## config.mk

```make
export PLATFORM = sky130hd
export DESIGN_NAME = uvec_ctrl
export DESIGN_NICKNAME = d
export VERILOG_FILES = /design/src/core/uvec_pkg.sv /design/src/core/uvec_prio_enc.sv /design/src/core/uvec_ctrl.sv
export SDC_FILE = /design/constraint.sdc
export NUM_CORES = 1
export LEC_CHECK = 0
export ABC_CLOCK_PERIOD_IN_PS = 2450
export BUFFER_PORTS_ARGS = -buffer_cell sky130_fd_sc_hd__buf_4
export CAP_MARGIN = 20
export CELL_PAD_IN_SITES_DETAIL_PLACEMENT = 0
export CELL_PAD_IN_SITES_GLOBAL_PLACEMENT = 2
export CORE_MARGIN = 1.5
export CORE_UTILIZATION = 32
export DETAILED_ROUTE_END_ITERATION = 10
export HOLD_SLACK_MARGIN = 0.15
export PLACE_DENSITY_LB_ADDON = 0.3
export SLEW_MARGIN = 15
export SYNTH_ARGS = -nofsm -noshare
export SYNTH_HDL_FRONTEND = slang
export SYNTH_HIERARCHICAL = 1
export SYNTH_SLANG_ARGS = --single-unit
```

## constraint.sdc

```tcl
create_clock -name ref_clk -period 2.45 [get_ports ref_clk]
set_input_delay 0.245 -clock ref_clk [delete_from_list [all_inputs] [get_ports ref_clk]]
set_output_delay 0.245 -clock ref_clk [all_outputs]
set_load 0.005 [all_outputs]
```

## src/core/uvec_pkg.sv

```systemverilog
// Purpose: Constants, types and helpers of the interrupt autovector block.
// Assumes: One clock, AXI4-Lite register access, 32-bit data words.
// Notes:   Rules follow.
// Function
// Merge 27 USB events onto one USB request with a per-source vector.
// USB interrupt entry sends the core to code address 0x0043.
// With USB autovector on, the byte fetched at 0x0045 becomes the USB vector.
// USB vector equals four times (priority rank minus one).
// USB codes 00 to 18 for bus events, 1C reserved.
// Endpoint buffer events use codes 20 through 3C.
// IN NAK uses 40, ping NAKs 48 to 5C, 44 reserved.
// Error limit 60, iso sequence errors 70 to 7C, 64 to 6C unused.
// Merge 14 FIFO and waveform events onto a second request with autovector.
// FIFO interrupt entry sends the core to code address 0x0053.
// With FIFO autovector on, the byte fetched at 0x0055 becomes the FIFO vector.
// Level flags use 80 to 8C, empty flags 90 to 9C.
// Full flags A0 to AC, waveform done B0, waveform event B4.
// With several pending, the vector names the best ranked source.
// With autovector off, fetched bytes pass through unchanged.
package uvec_pkg;

  // Code addresses of the two interrupt entries and their jump operands.
  localparam logic [15:0] USB_ENTRY     = 16'h0043;
  localparam logic [15:0] USB_PAGE_ADDR = 16'h0044;
  localparam logic [15:0] USB_SUB_ADDR  = 16'h0045;
  localparam logic [15:0] FIFO_ENTRY    = 16'h0053;
  localparam logic [15:0] FIFO_PAGE_ADDR = 16'h0054;
  localparam logic [15:0] FIFO_SUB_ADDR = 16'h0055;

  // Vector bases and source counts.
  localparam logic [7:0]  USB_VEC_BASE  = 8'h00;
  localparam logic [7:0]  FIFO_VEC_BASE = 8'h80;
  localparam int          USB_SRC       = 27;
  localparam int          USB_RANKS     = 32;
  localparam int          FIFO_SRC      = 14;
  // Rank positions that carry a source; reserved ranks stay zero.
  localparam logic [31:0] USB_RANK_MASK = 32'hF1FD_FF7F;

  // Register byte offsets.
  localparam logic [7:0]  OFS_SETUP     = 8'h00;
  localparam logic [7:0]  OFS_USB_STAT  = 8'h04;
  localparam logic [7:0]  OFS_USB_EN    = 8'h08;
  localparam logic [7:0]  OFS_USB_CLR   = 8'h0C;
  localparam logic [7:0]  OFS_FIFO_STAT = 8'h10;
  localparam logic [7:0]  OFS_FIFO_EN   = 8'h14;
  localparam logic [7:0]  OFS_FIFO_CLR  = 8'h18;
  localparam logic [7:0]  OFS_VECTORS   = 8'h1C;

  // Setup register bit positions and reset values.
  localparam int          SETUP_USB_AV  = 0;
  localparam int          SETUP_FIFO_AV = 1;
  localparam logic [1:0]  SETUP_RST     = 2'h0;
  localparam logic [31:0] USB_EN_RST    = 32'h0000_0000;
  localparam logic [13:0] FIFO_EN_RST   = 14'h0000;

  // AXI response codes.
  localparam logic [1:0]  RESP_OKAY     = 2'h0;
  localparam logic [1:0]  RESP_SLVERR   = 2'h2;

  typedef struct packed {
    logic [31:0] awaddr;
    logic        awvalid;
    logic [31:0] wdata;
    logic [3:0]  wstrb;
    logic        wvalid;
    logic        bready;
    logic [31:0] araddr;
    logic        arvalid;
    logic        rready;
  } uvec_axi_req_t;

  typedef struct packed {
    logic        awready;
    logic        wready;
    logic        bvalid;
    logic [1:0]  bresp;
    logic        arready;
    logic        rvalid;
    logic [31:0] rdata;
    logic [1:0]  rresp;
  } uvec_axi_rsp_t;

  typedef struct packed {
    logic        valid;
    logic [15:0] addr;
  } uvec_fetch_t;

  // Places the 27 USB sources at their ranks, with gaps at reserved codes.
  function automatic logic [31:0] uvec_usb_rank_map(input logic [26:0] ev);
    return {ev[26:23], 3'b000, ev[22], ev[21:16], 1'b0, ev[15], ev[14:7], 1'b0, ev[6:0]};
  endfunction : uvec_usb_rank_map

  // Byte-lane merge of a write into an old word.
  function automatic logic [31:0] uvec_merge(input logic [31:0] old, input logic [31:0] wd,
                                             input logic [3:0] strb);
    logic [31:0] res;
    res = old;
    for (int i = 0; i < 4; i++) begin
      if (strb[i]) begin
        res[i*8 +: 8] = wd[i*8 +: 8];
      end
    end
    return res;
  endfunction : uvec_merge

endpackage : uvec_pkg

```

## src/core/uvec_prio_enc.sv

```systemverilog
// Purpose: Lowest-index-first priority encoder.
// Assumes: Index zero is the best rank.
// Notes:   Combinational; the caller registers the result.
`timescale 1ns/1ps
`default_nettype none
module uvec_prio_enc #(
  parameter int W  = 32,
  parameter int IW = 5
) (
  input  wire logic [W-1:0]  req,
  output logic      [IW-1:0] idx,
  output logic               any
);

  if (W < 2 || (1 << IW) < W) begin : g_bad_size
    $error("uvec_prio_enc: W must be at least 2 and fit in IW bits.");
  end

  // Scan from the top so the lowest set index wins.
  always_comb begin
    idx = '0;
    any = 1'b0;
    for (int i = W - 1; i >= 0; i--) begin
      if (req[i]) begin
        idx = IW'(i);
        any = 1'b1;
      end
    end
  end

endmodule : uvec_prio_enc
`default_nettype wire

```

## src/core/uvec_ctrl.sv

```systemverilog
// Purpose: Sticky USB and FIFO event status with autovector substitution on jump fetches.
// Assumes: Event inputs are one-cycle pulses synchronous to ref_clk; the core holds
//          its fetch request for one cycle and takes the answer one cycle later.
// Notes:   Vectors are recomputed every cycle from the sticky status.
//
// The placing of the registers and the AXI4-Lite register port were chosen for this implementation.
`timescale 1ns/1ps
`default_nettype none
module uvec_ctrl (
  input  wire logic                   ref_clk,
  input  wire logic                   reset_n,
  input  wire uvec_pkg::uvec_axi_req_t axi_req,
  output var  uvec_pkg::uvec_axi_rsp_t axi_rsp,
  input  wire logic [26:0]            usb_events,
  input  wire logic [13:0]            fifo_events,
  input  wire uvec_pkg::uvec_fetch_t  fetch,
  input  wire logic [7:0]             prog_byte,
  input  wire logic                   int_ack_usb,
  input  wire logic                   int_ack_fifo,
  output logic      [7:0]             fetch_byte_r,
  output logic                        fetch_done_r,
  output logic      [15:0]            branch_addr_r,
  output logic                        branch_valid_r,
  output logic                        usb_event_interrupt_r,
  output logic                        fifo_event_interrupt_r,
  output logic                        irq_r
);

  // Bus handshake state.
  logic        aw_rdy_r,  aw_rdy_nxt;
  logic        w_rdy_r,   w_rdy_nxt;
  logic        aw_held_r, aw_held_nxt;
  logic        w_held_r,  w_held_nxt;
  logic [7:0]  awaddr_r,  awaddr_nxt;
  logic [31:0] wdata_r,   wdata_nxt;
  logic [3:0]  wstrb_r,   wstrb_nxt;
  logic        bvalid_r,  bvalid_nxt;
  logic [1:0]  bresp_r,   bresp_nxt;
  logic        ar_rdy_r,  ar_rdy_nxt;
  logic        rvalid_r,  rvalid_nxt;
  logic [31:0] rdata_r,   rdata_nxt;
  logic [1:0]  rresp_r,   rresp_nxt;
  logic        wr_fire;

  // Register file state.
  logic [1:0]  interrupt_setup_register_r, interrupt_setup_register_nxt;
  logic [31:0] usb_en_r,   usb_en_nxt;
  logic [31:0] usb_stat_r, usb_stat_nxt;
  logic [13:0] fifo_en_r,   fifo_en_nxt;
  logic [13:0] fifo_stat_r, fifo_stat_nxt;
  logic [31:0] usb_clr;
  logic [13:0] fifo_clr;

  // Vector and core-facing state.
  logic [7:0]  usb_vector_byte_r,  usb_vector_byte_nxt;
  logic [7:0]  fifo_vector_byte_r, fifo_vector_byte_nxt;
  logic [4:0]  usb_idx;
  logic [3:0]  fifo_idx;
  logic        usb_any;
  logic        fifo_any;
  logic        usb_int_nxt;
  logic        fifo_int_nxt;
  logic [7:0]  fetch_byte_nxt;
  logic [15:0] branch_addr_nxt;
  logic        usb_autovector_enable;
  logic        fifo_autovector_enable;

  assign usb_autovector_enable  = interrupt_setup_register_r[uvec_pkg::SETUP_USB_AV];
  assign fifo_autovector_enable = interrupt_setup_register_r[uvec_pkg::SETUP_FIFO_AV];

  // Response fields come straight from registers.
  assign axi_rsp = '{awready: aw_rdy_r, wready: w_rdy_r, bvalid: bvalid_r, bresp: bresp_r,
                     arready: ar_rdy_r, rvalid: rvalid_r, rdata: rdata_r, rresp: rresp_r};

  // Write path: address and data are caught in either order; the update and
  // response follow once both are held. A second write waits for bready.
  always_comb begin
    aw_held_nxt = aw_held_r;
    w_held_nxt  = w_held_r;
    awaddr_nxt  = awaddr_r;
    wdata_nxt   = wdata_r;
    wstrb_nxt   = wstrb_r;
    bvalid_nxt  = bvalid_r;
    bresp_nxt   = bresp_r;
    wr_fire     = 1'b0;
    if (axi_req.awvalid && aw_rdy_r) begin
      aw_held_nxt = 1'b1;
      awaddr_nxt  = axi_req.awaddr[7:0];
    end
    if (axi_req.wvalid && w_rdy_r) begin
      w_held_nxt = 1'b1;
      wdata_nxt  = axi_req.wdata;
      wstrb_nxt  = axi_req.wstrb;
    end
    if (bvalid_r && axi_req.bready) begin
      bvalid_nxt = 1'b0;
    end
    if (aw_held_nxt && w_held_nxt && !bvalid_r) begin
      wr_fire     = 1'b1;
      aw_held_nxt = 1'b0;
      w_held_nxt  = 1'b0;
      bvalid_nxt  = 1'b1;
      unique case (awaddr_nxt)
        uvec_pkg::OFS_SETUP, uvec_pkg::OFS_USB_EN, uvec_pkg::OFS_USB_CLR,
        uvec_pkg::OFS_FIFO_EN, uvec_pkg::OFS_FIFO_CLR: bresp_nxt = uvec_pkg::RESP_OKAY;
        default: bresp_nxt = uvec_pkg::RESP_SLVERR;
      endcase
    end
    aw_rdy_nxt = !aw_held_nxt && !bvalid_nxt;
    w_rdy_nxt  = !w_held_nxt && !bvalid_nxt;
  end

  always_ff @(posedge ref_clk or negedge reset_n) begin
    if (!reset_n) begin
      aw_rdy_r  <= 1'b0;
      w_rdy_r   <= 1'b0;
      aw_held_r <= 1'b0;
      w_held_r  <= 1'b0;
      awaddr_r  <= 8'h00;
      wdata_r   <= 32'h0000_0000;
      wstrb_r   <= 4'h0;
      bvalid_r  <= 1'b0;
      bresp_r   <= 2'h0;
    end else begin
      aw_rdy_r  <= aw_rdy_nxt;
      w_rdy_r   <= w_rdy_nxt;
      aw_held_r <= aw_held_nxt;
      w_held_r  <= w_held_nxt;
      awaddr_r  <= awaddr_nxt;
      wdata_r   <= wdata_nxt;
      wstrb_r   <= wstrb_nxt;
      bvalid_r  <= bvalid_nxt;
      bresp_r   <= bresp_nxt;
    end
  end

  // Read path: one read at a time, data one cycle after the address.
  always_comb begin
    ar_rdy_nxt = ar_rdy_r;
    rvalid_nxt = rvalid_r;
    rdata_nxt  = rdata_r;
    rresp_nxt  = rresp_r;
    if (rvalid_r && axi_req.rready) begin
      rvalid_nxt = 1'b0;
    end
    if (axi_req.arvalid && ar_rdy_r) begin
      rvalid_nxt = 1'b1;
      rresp_nxt  = uvec_pkg::RESP_OKAY;
      unique case (axi_req.araddr[7:0])
        uvec_pkg::OFS_SETUP:     rdata_nxt = {30'h0000_0000, interrupt_setup_register_r};
        uvec_pkg::OFS_USB_STAT:  rdata_nxt = usb_stat_r;
        uvec_pkg::OFS_USB_EN:    rdata_nxt = usb_en_r;
        uvec_pkg::OFS_FIFO_STAT: rdata_nxt = {18'h0_0000, fifo_stat_r};
        uvec_pkg::OFS_FIFO_EN:   rdata_nxt = {18'h0_0000, fifo_en_r};
        uvec_pkg::OFS_VECTORS:   rdata_nxt = {16'h0000, fifo_vector_byte_r, usb_vector_byte_r};
        // Clear registers are write-only and read as zero.
        uvec_pkg::OFS_USB_CLR, uvec_pkg::OFS_FIFO_CLR: rdata_nxt = 32'h0000_0000;
        default: begin
          rdata_nxt = 32'h0000_0000;
          rresp_nxt = uvec_pkg::RESP_SLVERR;
        end
      endcase
    end
    ar_rdy_nxt = !rvalid_nxt;
  end

  always_ff @(posedge ref_clk or negedge reset_n) begin
    if (!reset_n) begin
      ar_rdy_r <= 1'b0;
      rvalid_r <= 1'b0;
      rdata_r  <= 32'h0000_0000;
      rresp_r  <= 2'h0;
    end else begin
      ar_rdy_r <= ar_rdy_nxt;
      rvalid_r <= rvalid_nxt;
      rdata_r  <= rdata_nxt;
      rresp_r  <= rresp_nxt;
    end
  end

  // Register file. An event beats a clear in the same cycle, so none is lost.
  always_comb begin
    interrupt_setup_register_nxt = interrupt_setup_register_r;
    usb_en_nxt  = usb_en_r;
    fifo_en_nxt = fifo_en_r;
    usb_clr     = 32'h0000_0000;
    fifo_clr    = 14'h0000;
    if (wr_fire) begin
      unique case (awaddr_nxt)
        uvec_pkg::OFS_SETUP:
          interrupt_setup_register_nxt = 2'(uvec_pkg::uvec_merge({30'h0000_0000, interrupt_setup_register_r},
                                                                 wdata_nxt, wstrb_nxt));
        uvec_pkg::OFS_USB_EN:   usb_en_nxt = uvec_pkg::uvec_merge(usb_en_r, wdata_nxt, wstrb_nxt)
                                             & uvec_pkg::USB_RANK_MASK;
        uvec_pkg::OFS_USB_CLR:  usb_clr = uvec_pkg::uvec_merge(32'h0000_0000, wdata_nxt, wstrb_nxt);
        uvec_pkg::OFS_FIFO_EN:  fifo_en_nxt = 14'(uvec_pkg::uvec_merge({18'h0_0000, fifo_en_r},
                                                                       wdata_nxt, wstrb_nxt));
        uvec_pkg::OFS_FIFO_CLR: fifo_clr = 14'(uvec_pkg::uvec_merge(32'h0000_0000, wdata_nxt, wstrb_nxt));
        default: ;
      endcase
    end
    usb_stat_nxt  = ((usb_stat_r & ~usb_clr) | uvec_pkg::uvec_usb_rank_map(usb_events))
                    & uvec_pkg::USB_RANK_MASK;
    fifo_stat_nxt = (fifo_stat_r & ~fifo_clr) | fifo_events;
  end

  always_ff @(posedge ref_clk or negedge reset_n) begin
    if (!reset_n) begin
      interrupt_setup_register_r <= uvec_pkg::SETUP_RST;
      usb_en_r    <= uvec_pkg::USB_EN_RST;
      fifo_en_r   <= uvec_pkg::FIFO_EN_RST;
      usb_stat_r  <= 32'h0000_0000;
      fifo_stat_r <= 14'h0000;
    end else begin
      interrupt_setup_register_r <= interrupt_setup_register_nxt;
      usb_en_r    <= usb_en_nxt;
      fifo_en_r   <= fifo_en_nxt;
      usb_stat_r  <= usb_stat_nxt;
      fifo_stat_r <= fifo_stat_nxt;
    end
  end

  // Best pending rank of each group.
  uvec_prio_enc #(.W(uvec_pkg::USB_RANKS), .IW(5)) u_usb_enc (
    .req (usb_stat_r),
    .idx (usb_idx),
    .any (usb_any)
  );

  uvec_prio_enc #(.W(uvec_pkg::FIFO_SRC), .IW(4)) u_fifo_enc (
    .req (fifo_stat_r),
    .idx (fifo_idx),
    .any (fifo_any)
  );

  // Vectors, request lines and the fetch answer. The vector is rank times four, so each
  // source gets its own four-byte slot of the page.
  always_comb begin
    usb_vector_byte_nxt  = usb_any ? (uvec_pkg::USB_VEC_BASE | {1'b0, usb_idx, 2'b00})
                                   : uvec_pkg::USB_VEC_BASE;
    fifo_vector_byte_nxt = fifo_any ? (uvec_pkg::FIFO_VEC_BASE | {2'b00, fifo_idx, 2'b00})
                                    : uvec_pkg::FIFO_VEC_BASE;
    usb_int_nxt  = |(usb_stat_r & usb_en_r);
    fifo_int_nxt = |(fifo_stat_r & fifo_en_r);
    fetch_byte_nxt = prog_byte;
    if (fetch.valid && fetch.addr == uvec_pkg::USB_SUB_ADDR && usb_autovector_enable) begin
      fetch_byte_nxt = usb_vector_byte_r;
    end else if (fetch.valid && fetch.addr == uvec_pkg::FIFO_SUB_ADDR && fifo_autovector_enable) begin
      fetch_byte_nxt = fifo_vector_byte_r;
    end
    // USB entry wins if the core acknowledges both at once.
    branch_addr_nxt = branch_addr_r;
    if (int_ack_usb) begin
      branch_addr_nxt = uvec_pkg::USB_ENTRY;
    end else if (int_ack_fifo) begin
      branch_addr_nxt = uvec_pkg::FIFO_ENTRY;
    end
  end

  always_ff @(posedge ref_clk or negedge reset_n) begin
    if (!reset_n) begin
      usb_vector_byte_r      <= uvec_pkg::USB_VEC_BASE;
      fifo_vector_byte_r     <= uvec_pkg::FIFO_VEC_BASE;
      usb_event_interrupt_r  <= 1'b0;
      fifo_event_interrupt_r <= 1'b0;
      irq_r                  <= 1'b0;
      fetch_byte_r           <= 8'h00;
      fetch_done_r           <= 1'b0;
      branch_addr_r          <= 16'h0000;
      branch_valid_r         <= 1'b0;
    end else begin
      usb_vector_byte_r      <= usb_vector_byte_nxt;
      fifo_vector_byte_r     <= fifo_vector_byte_nxt;
      usb_event_interrupt_r  <= usb_int_nxt;
      fifo_event_interrupt_r <= fifo_int_nxt;
      irq_r                  <= usb_int_nxt | fifo_int_nxt;
      fetch_byte_r           <= fetch_byte_nxt;
      fetch_done_r           <= fetch.valid;
      branch_addr_r          <= branch_addr_nxt;
      branch_valid_r         <= int_ack_usb | int_ack_fifo;
    end
  end
endmodule : uvec_ctrl
`default_nettype wire

```

After elaboration in Yosys (flattened, before gate mapping)
Cells that the tools add are included.

Word-level logic and storage cells: 197. Output and inout bits: 70. Bits in registers: 215. Bits of input ports: 175.

Eq/ne operators: 13. Mux-type cells: 111. Reduce and logical (&&, ||, !) cells: 32. Bitwise logic cells: 10.

Operators by type and width (count): 32-bit one-hot mux with 6 select lines (1); 5-bit two-way mux (27); 32-bit two-way mux (3); 32-bit AND (2); 4-bit two-way mux (15); 8-bit two-way mux (7); 1-bit two-way mux (50); 8-bit by 5-bit == test with 1-bit output, second input constant (6); 16-bit by 7-bit == test with 1-bit output, second input constant (2); 8-bit by 4-bit == test with 1-bit output, second input constant (4); 16-bit two-way mux (2); 32-bit inverter (1); 32-bit bitwise OR (1); 32-bit OR reduction (1); 14-bit AND (2); 14-bit two-way mux (2); 3-bit AND reduction (7); 8-bit zero test (2); 14-bit inverter (1); 14-bit bitwise OR (1); 14-bit OR reduction (1); 1-bit logical AND (13); 8-bit by 3-bit == test with 1-bit output, second input constant (1); 8-bit OR reduction (1); other kinds (7) (13).

Depth between registers and ports, before layout
Depth after elaboration: 28. Gate-level depth with buffers: 7. Mapped depth without buffers: 6.

Modules after synthesis
Netlist, hierarchy kept.

Modules (own cells, without submodules): uvec_ctrl (area an instance 8205.4 sq um, instances 1, cells each 771, seq. area each 4629.4 sq um); uvec_prio_enc at u_usb_enc (area an instance 370.4 sq um, instances 1, cells each 65, seq. area each 0.0 sq um); uvec_prio_enc at u_fifo_enc (area an instance 168.9 sq um, instances 1, cells each 26, seq. area each 0.0 sq um).

Least setup slack after synthesis
OpenSTA, ideal clock, no wires.

Kind: register to register. Start point: reg awaddr_r[6]. End point: reg usb_en_r[24]. Library setup time: 0.125 ns. Arrival: 1.963 ns. Path slack: 0.362 ns. Clock period less this slack: 2.088 ns. Stages on the path, launching flop included: 6. Path buffers: 0. Required time: 2.325 ns. Cell sequence: dfrtp_1 -> or4_1 -> or3_4 -> a21oi_4 -> nand2_2 -> mux2_2.

Word-level cells in the longest chain between the ends: 3.

RTL lines: start: declaration (line uvec_ctrl.sv:34) `logic [7:0] awaddr_r, awaddr_nxt;`; start signal: assignment (line uvec_ctrl.sv:129) `awaddr_r <= awaddr_nxt;`; 8-bit two-way mux (line uvec_ctrl.sv:86) `if (axi_req.awvalid && aw_rdy_r) begin`; 8-bit by 4-bit == test with 1-bit output (line uvec_ctrl.sv:189) `unique case (awaddr_nxt)`; 3-bit AND reduction (no source line); end signal: assignment (line uvec_ctrl.sv:210) `usb_en_r <= uvec_pkg::USB_EN_RST;`; end signal: assignment (line uvec_ctrl.sv:216) `usb_en_r <= usb_en_nxt;`; end: declaration (line uvec_ctrl.sv:47) `logic [31:0] usb_en_r, usb_en_nxt;`.

Every way passes these cells. A chain may end at the register's enable or synchronous reset.

Worst setup path in the final report
Start point: in axi_req[79] in the netlist's numbering. End point: reg usb_stat_r[19].

Word-level cells in the longest chain between the ends: 7.

RTL lines: start: declaration (line uvec_ctrl.sv:12) `input wire uvec_pkg::uvec_axi_req_t axi_req,`; 8-bit two-way mux (line uvec_ctrl.sv:86); 8-bit by 4-bit == test with 1-bit output (line uvec_ctrl.sv:189); 32-bit two-way mux (line uvec_ctrl.sv:189); 32-bit two-way mux (line uvec_ctrl.sv:188) `if (wr_fire) begin`; 32-bit inverter (line uvec_ctrl.sv:202) `usb_stat_nxt = ((usb_stat_r & ~usb_clr) | uvec_pkg::uvec_usb_rank_map(usb_events))`; 32-bit AND (line uvec_ctrl.sv:202); 32-bit bitwise OR (line uvec_ctrl.sv:202); via usb_stat_nxt[19] (line uvec_ctrl.sv:48) `logic [31:0] usb_stat_r, usb_stat_nxt;`; end signal: assignment (line uvec_ctrl.sv:218) `usb_stat_r <= usb_stat_nxt;`; end: declaration (line uvec_ctrl.sv:48).

The timed path passes the listed nets, and every way through them passes these cells.

==> results_dict.tcl <==
set metrics [dict create \
    htreeDepth 4 \
    finalWirelength_mm 27.55 \
    slew_viol_final 0 \
    postCtsSetupRepairBufs 0 \
    hold_viol 0 \
    n_antenna_cell 0 \
    hold_class "in2reg" \
    reg2reg_from "awaddr_r[6]$_DFF_PN0_" \
    slew_headroom 0.5993 \
    ys_async_sr_fraction 1.000 \
    cts_buffers 17 \
    synth_edf_count 0 \
    worstPathRequired_ps 2770 \
    final_cells 1494 \
    die_h_microns 168.3 \
    maxCapViolCount 0 \
    pwr-share-comb 0.259 \
    fin_util 0.4459 \
    dr.pass1.iters 7 \
    clk_latency_ps 430 \
    post_dp_cell_area_sq_um 10540 \
    grt_max_degree 55 \
    p_seq_frac 0.437 \
    final_nets 1317 \
    min_to "wdata_r[12]$_DFF_PN0_" \
    timing.fmax_ghz 0.4225 \
    synth_xor_area_frac 0.001002 \
    ys_warn_count 6 \
    synth_common_cells "dfrtp_1, nand2_1, nor2_1" \
    critPathLaunchType "input port" \
    rr_worst_depth 6 \
    yosysMostFrequentCell "dfrtp_1" \
    worstHoldStart "axi_req[52]" \
    synthSimpleGateAreaFrac 0.1950 \
    pwr-share-clk 0.304 \
    die_width_microns 168.3 \
    syn_avg_cell_area_sq_um 10.14 \
    ioPinCount 245 \
    fin_setup_tns_ps 0 \
    start_util 0.3254 \
    grt_usage 0.1997 \
    power.net_switching_mw 2.882 \
    clk_pin_slew_ps 70 \
    ys_ff_latch 185 \
    power_mw 8.948 \
    ant_nets 0 \
    cts-root-buf "clkbuf_16" \
    netlist_instances 862 \
    cp_max_fo 21 \
    vias 7435 \
    critPathLaunch "axi_req[79]" \
    power_density_nw_per_um2 746.6 \
    critPathKind "in2reg" \
    synthToLayoutAreaGrowth_pct 37.04 \
    synth-compound-area-share 0.1481 \
    drt_drc_violations_left 0 \
    clock_sinks 185 \
    drive_gt1_frac 0.2637 \
    synth_top_family_by_area "simple AND/OR/NAND/NOR gates" \
    rsz0062_at_grt "false" \
    setup_violations 0 \
    regToRegSetupSlack_ps 230 \
    routedWlPerCell_microns 18.44 \
    synthAdderAreaFrac 0 \
    swShare 0.3220 \
    syn_area_sq_um 8745 \
    vias_per_cell 4.977 \
    final.min_clock_period_ps 2367 \
    cts_tree "done" \
    numPortBuffers 174 \
    yosys-top-cells-area "dfrtp_1, mux2_2, nand2_1" \
    p_int_mw 6.066 \
    r2r-end "usb_stat_r[19]$_DFF_PN0_" \
    final_area_sq_um 11980 \
    cp-end-kind "flop" \
    placedCellCount 1378 \
    finClkSkew_ps 8.774 \
    coreArea_sq_um 26880 \
    dieArea_sq_um 28330 \
    gp_congestion 0.8114 \
    synth_ff_type "dfrtp_1" \
    synth_area_leader_cell "dfrtp_1" \
    irDropWorstVdd_v 0.0004246 \
    hpwl_mm 20.54 \
    grt_pass1_vias 7427 \
    yosysTopAreaCellShare 0.5294 \
    hold_depth 3 \
    leakage_nw 5.485 \
    crit_arrival_ps 2690 \
    antenna_found_initial 0 \
    grt_pass1_wl_mm 43.21 \
    dr.first_iter.drc_count 516 \
    outcome "finished, final reports clean" \
    tightest_slew_ps 599.5 \
    synth_cell_type_count 71 \
    cts_buffer_depth 2 \
    timing.final.crit_share 0.9662 \
    num_rows 60 \
    grt_overflow 0 \
    seq_area_frac_synth 0.5294 \
    muxShareOfSynthArea 0.08270 \
]
## routing by layer
layer  vias to the layer above  track usage  routed length, microns
li1                       3582            -                       -
met1                      3646       0.2851                   13240
met2                       190       0.3126                   12770
met3                        17      0.03479                    1153
met4                         0      0.05318                     389
met5                         -            0                       0
## layout make-up
cell class	count	area, sq um
clock buffer	21	480.5
clock inverter	9	90.09
fill	2681	14890
inverter	20	75.07
multi-input combinational	633	3861
sequential	185	4629
tap	341	426.7
timing repair buffer	285	2421
## sequential cells by signal, indices dropped and copies added (netlist names), 2 cells and up
name	flops
usb_vector_byte_r	5
fifo_stat_r	14
fifo_en_r	14
awaddr_r	8
fetch_byte_r	8
usb_en_r	27
wdata_r	28
branch_addr_r	2
usb_stat_r	27
fifo_vector_byte_r	4
wstrb_r	4
rdata_r	28
interrupt_setup_register_r	2
## worst max-delay path by stage
stage,depth (start not counted),slack [ps],to
floorplan,5,360,usb_en_r[24]$_DFFE_PN0P_
global placement,6,180,usb_stat_r[12]$_DFF_PN0_
detailed placement,6,150,usb_stat_r[11]$_DFF_PN0_
CTS,7,50,usb_stat_r[11]$_DFF_PN0_
global route,8,10,usb_stat_r[2]$_DFF_PN0_
finish,8,80,usb_stat_r[19]$_DFF_PN0_
## cell usage in the layout, fill, tap and decap left out, drive strengths merged, types with 23 or more instances in the layout
| cell type | count |
|---|---|
| nand3 | 51 |
| dfrtp | 185 |
| a21oi | 34 |
| dlygate4sd3 | 86 |
| inv | 23 |
| nand2 | 141 |
| o21ai | 32 |
| a22oi | 32 |
| nor2 | 71 |
| buf | 199 |
| mux2 | 46 |
| conb | 32 |
| a21o | 31 |
## worst max-delay path, cell delays in order
cell and delay [ps]:
dlygate4sd3_1 540, buf_4 130, or4_1 550, or3_4 420
a22oi_2 300, buf_12 200, nand3_1 100, a21o_1 180
## timing repair
item,4_1_cts,5_1_grt
endpoints found under the hold margin,138,0
resized for setup,0,3
setup endpoints to repair,0,19
hold buffers,86,0
## cells by family (layout without fill, tap and decap cells)
kind of cell / count (synthesis) / after routing
mux: 64 / 64
buf+inv: 75 / 335
xor+xnor: 1 / 1
simple gates: 352 / 352
compound gates: 184 / 184
flops: 185 / 185
other cells: 1 / 32
## power by group through the flow
stage	Clock (mW)	Combinational [mW]	Sequential, mW
after detailed placement	0	2.23	3.97
after floorplan	0	1.34	3.85
after global routing	2.91	2.58	3.98
after CTS	2.79	2.35	3.91
after global placement	0	2.21	3.96
final	2.72	2.32	3.91
## through the flow
stage          setup WS (ps)  hold slack, ps
2_1_floorplan          362.1          -50.59
3_3_place_gp           178.4           262.0
3_5_place_dp           149.7           261.6
4_1_cts                50.79           153.7
5_1_grt                12.95           172.8
6_report               82.87           160.1
(Power assumes the default switching activity.)
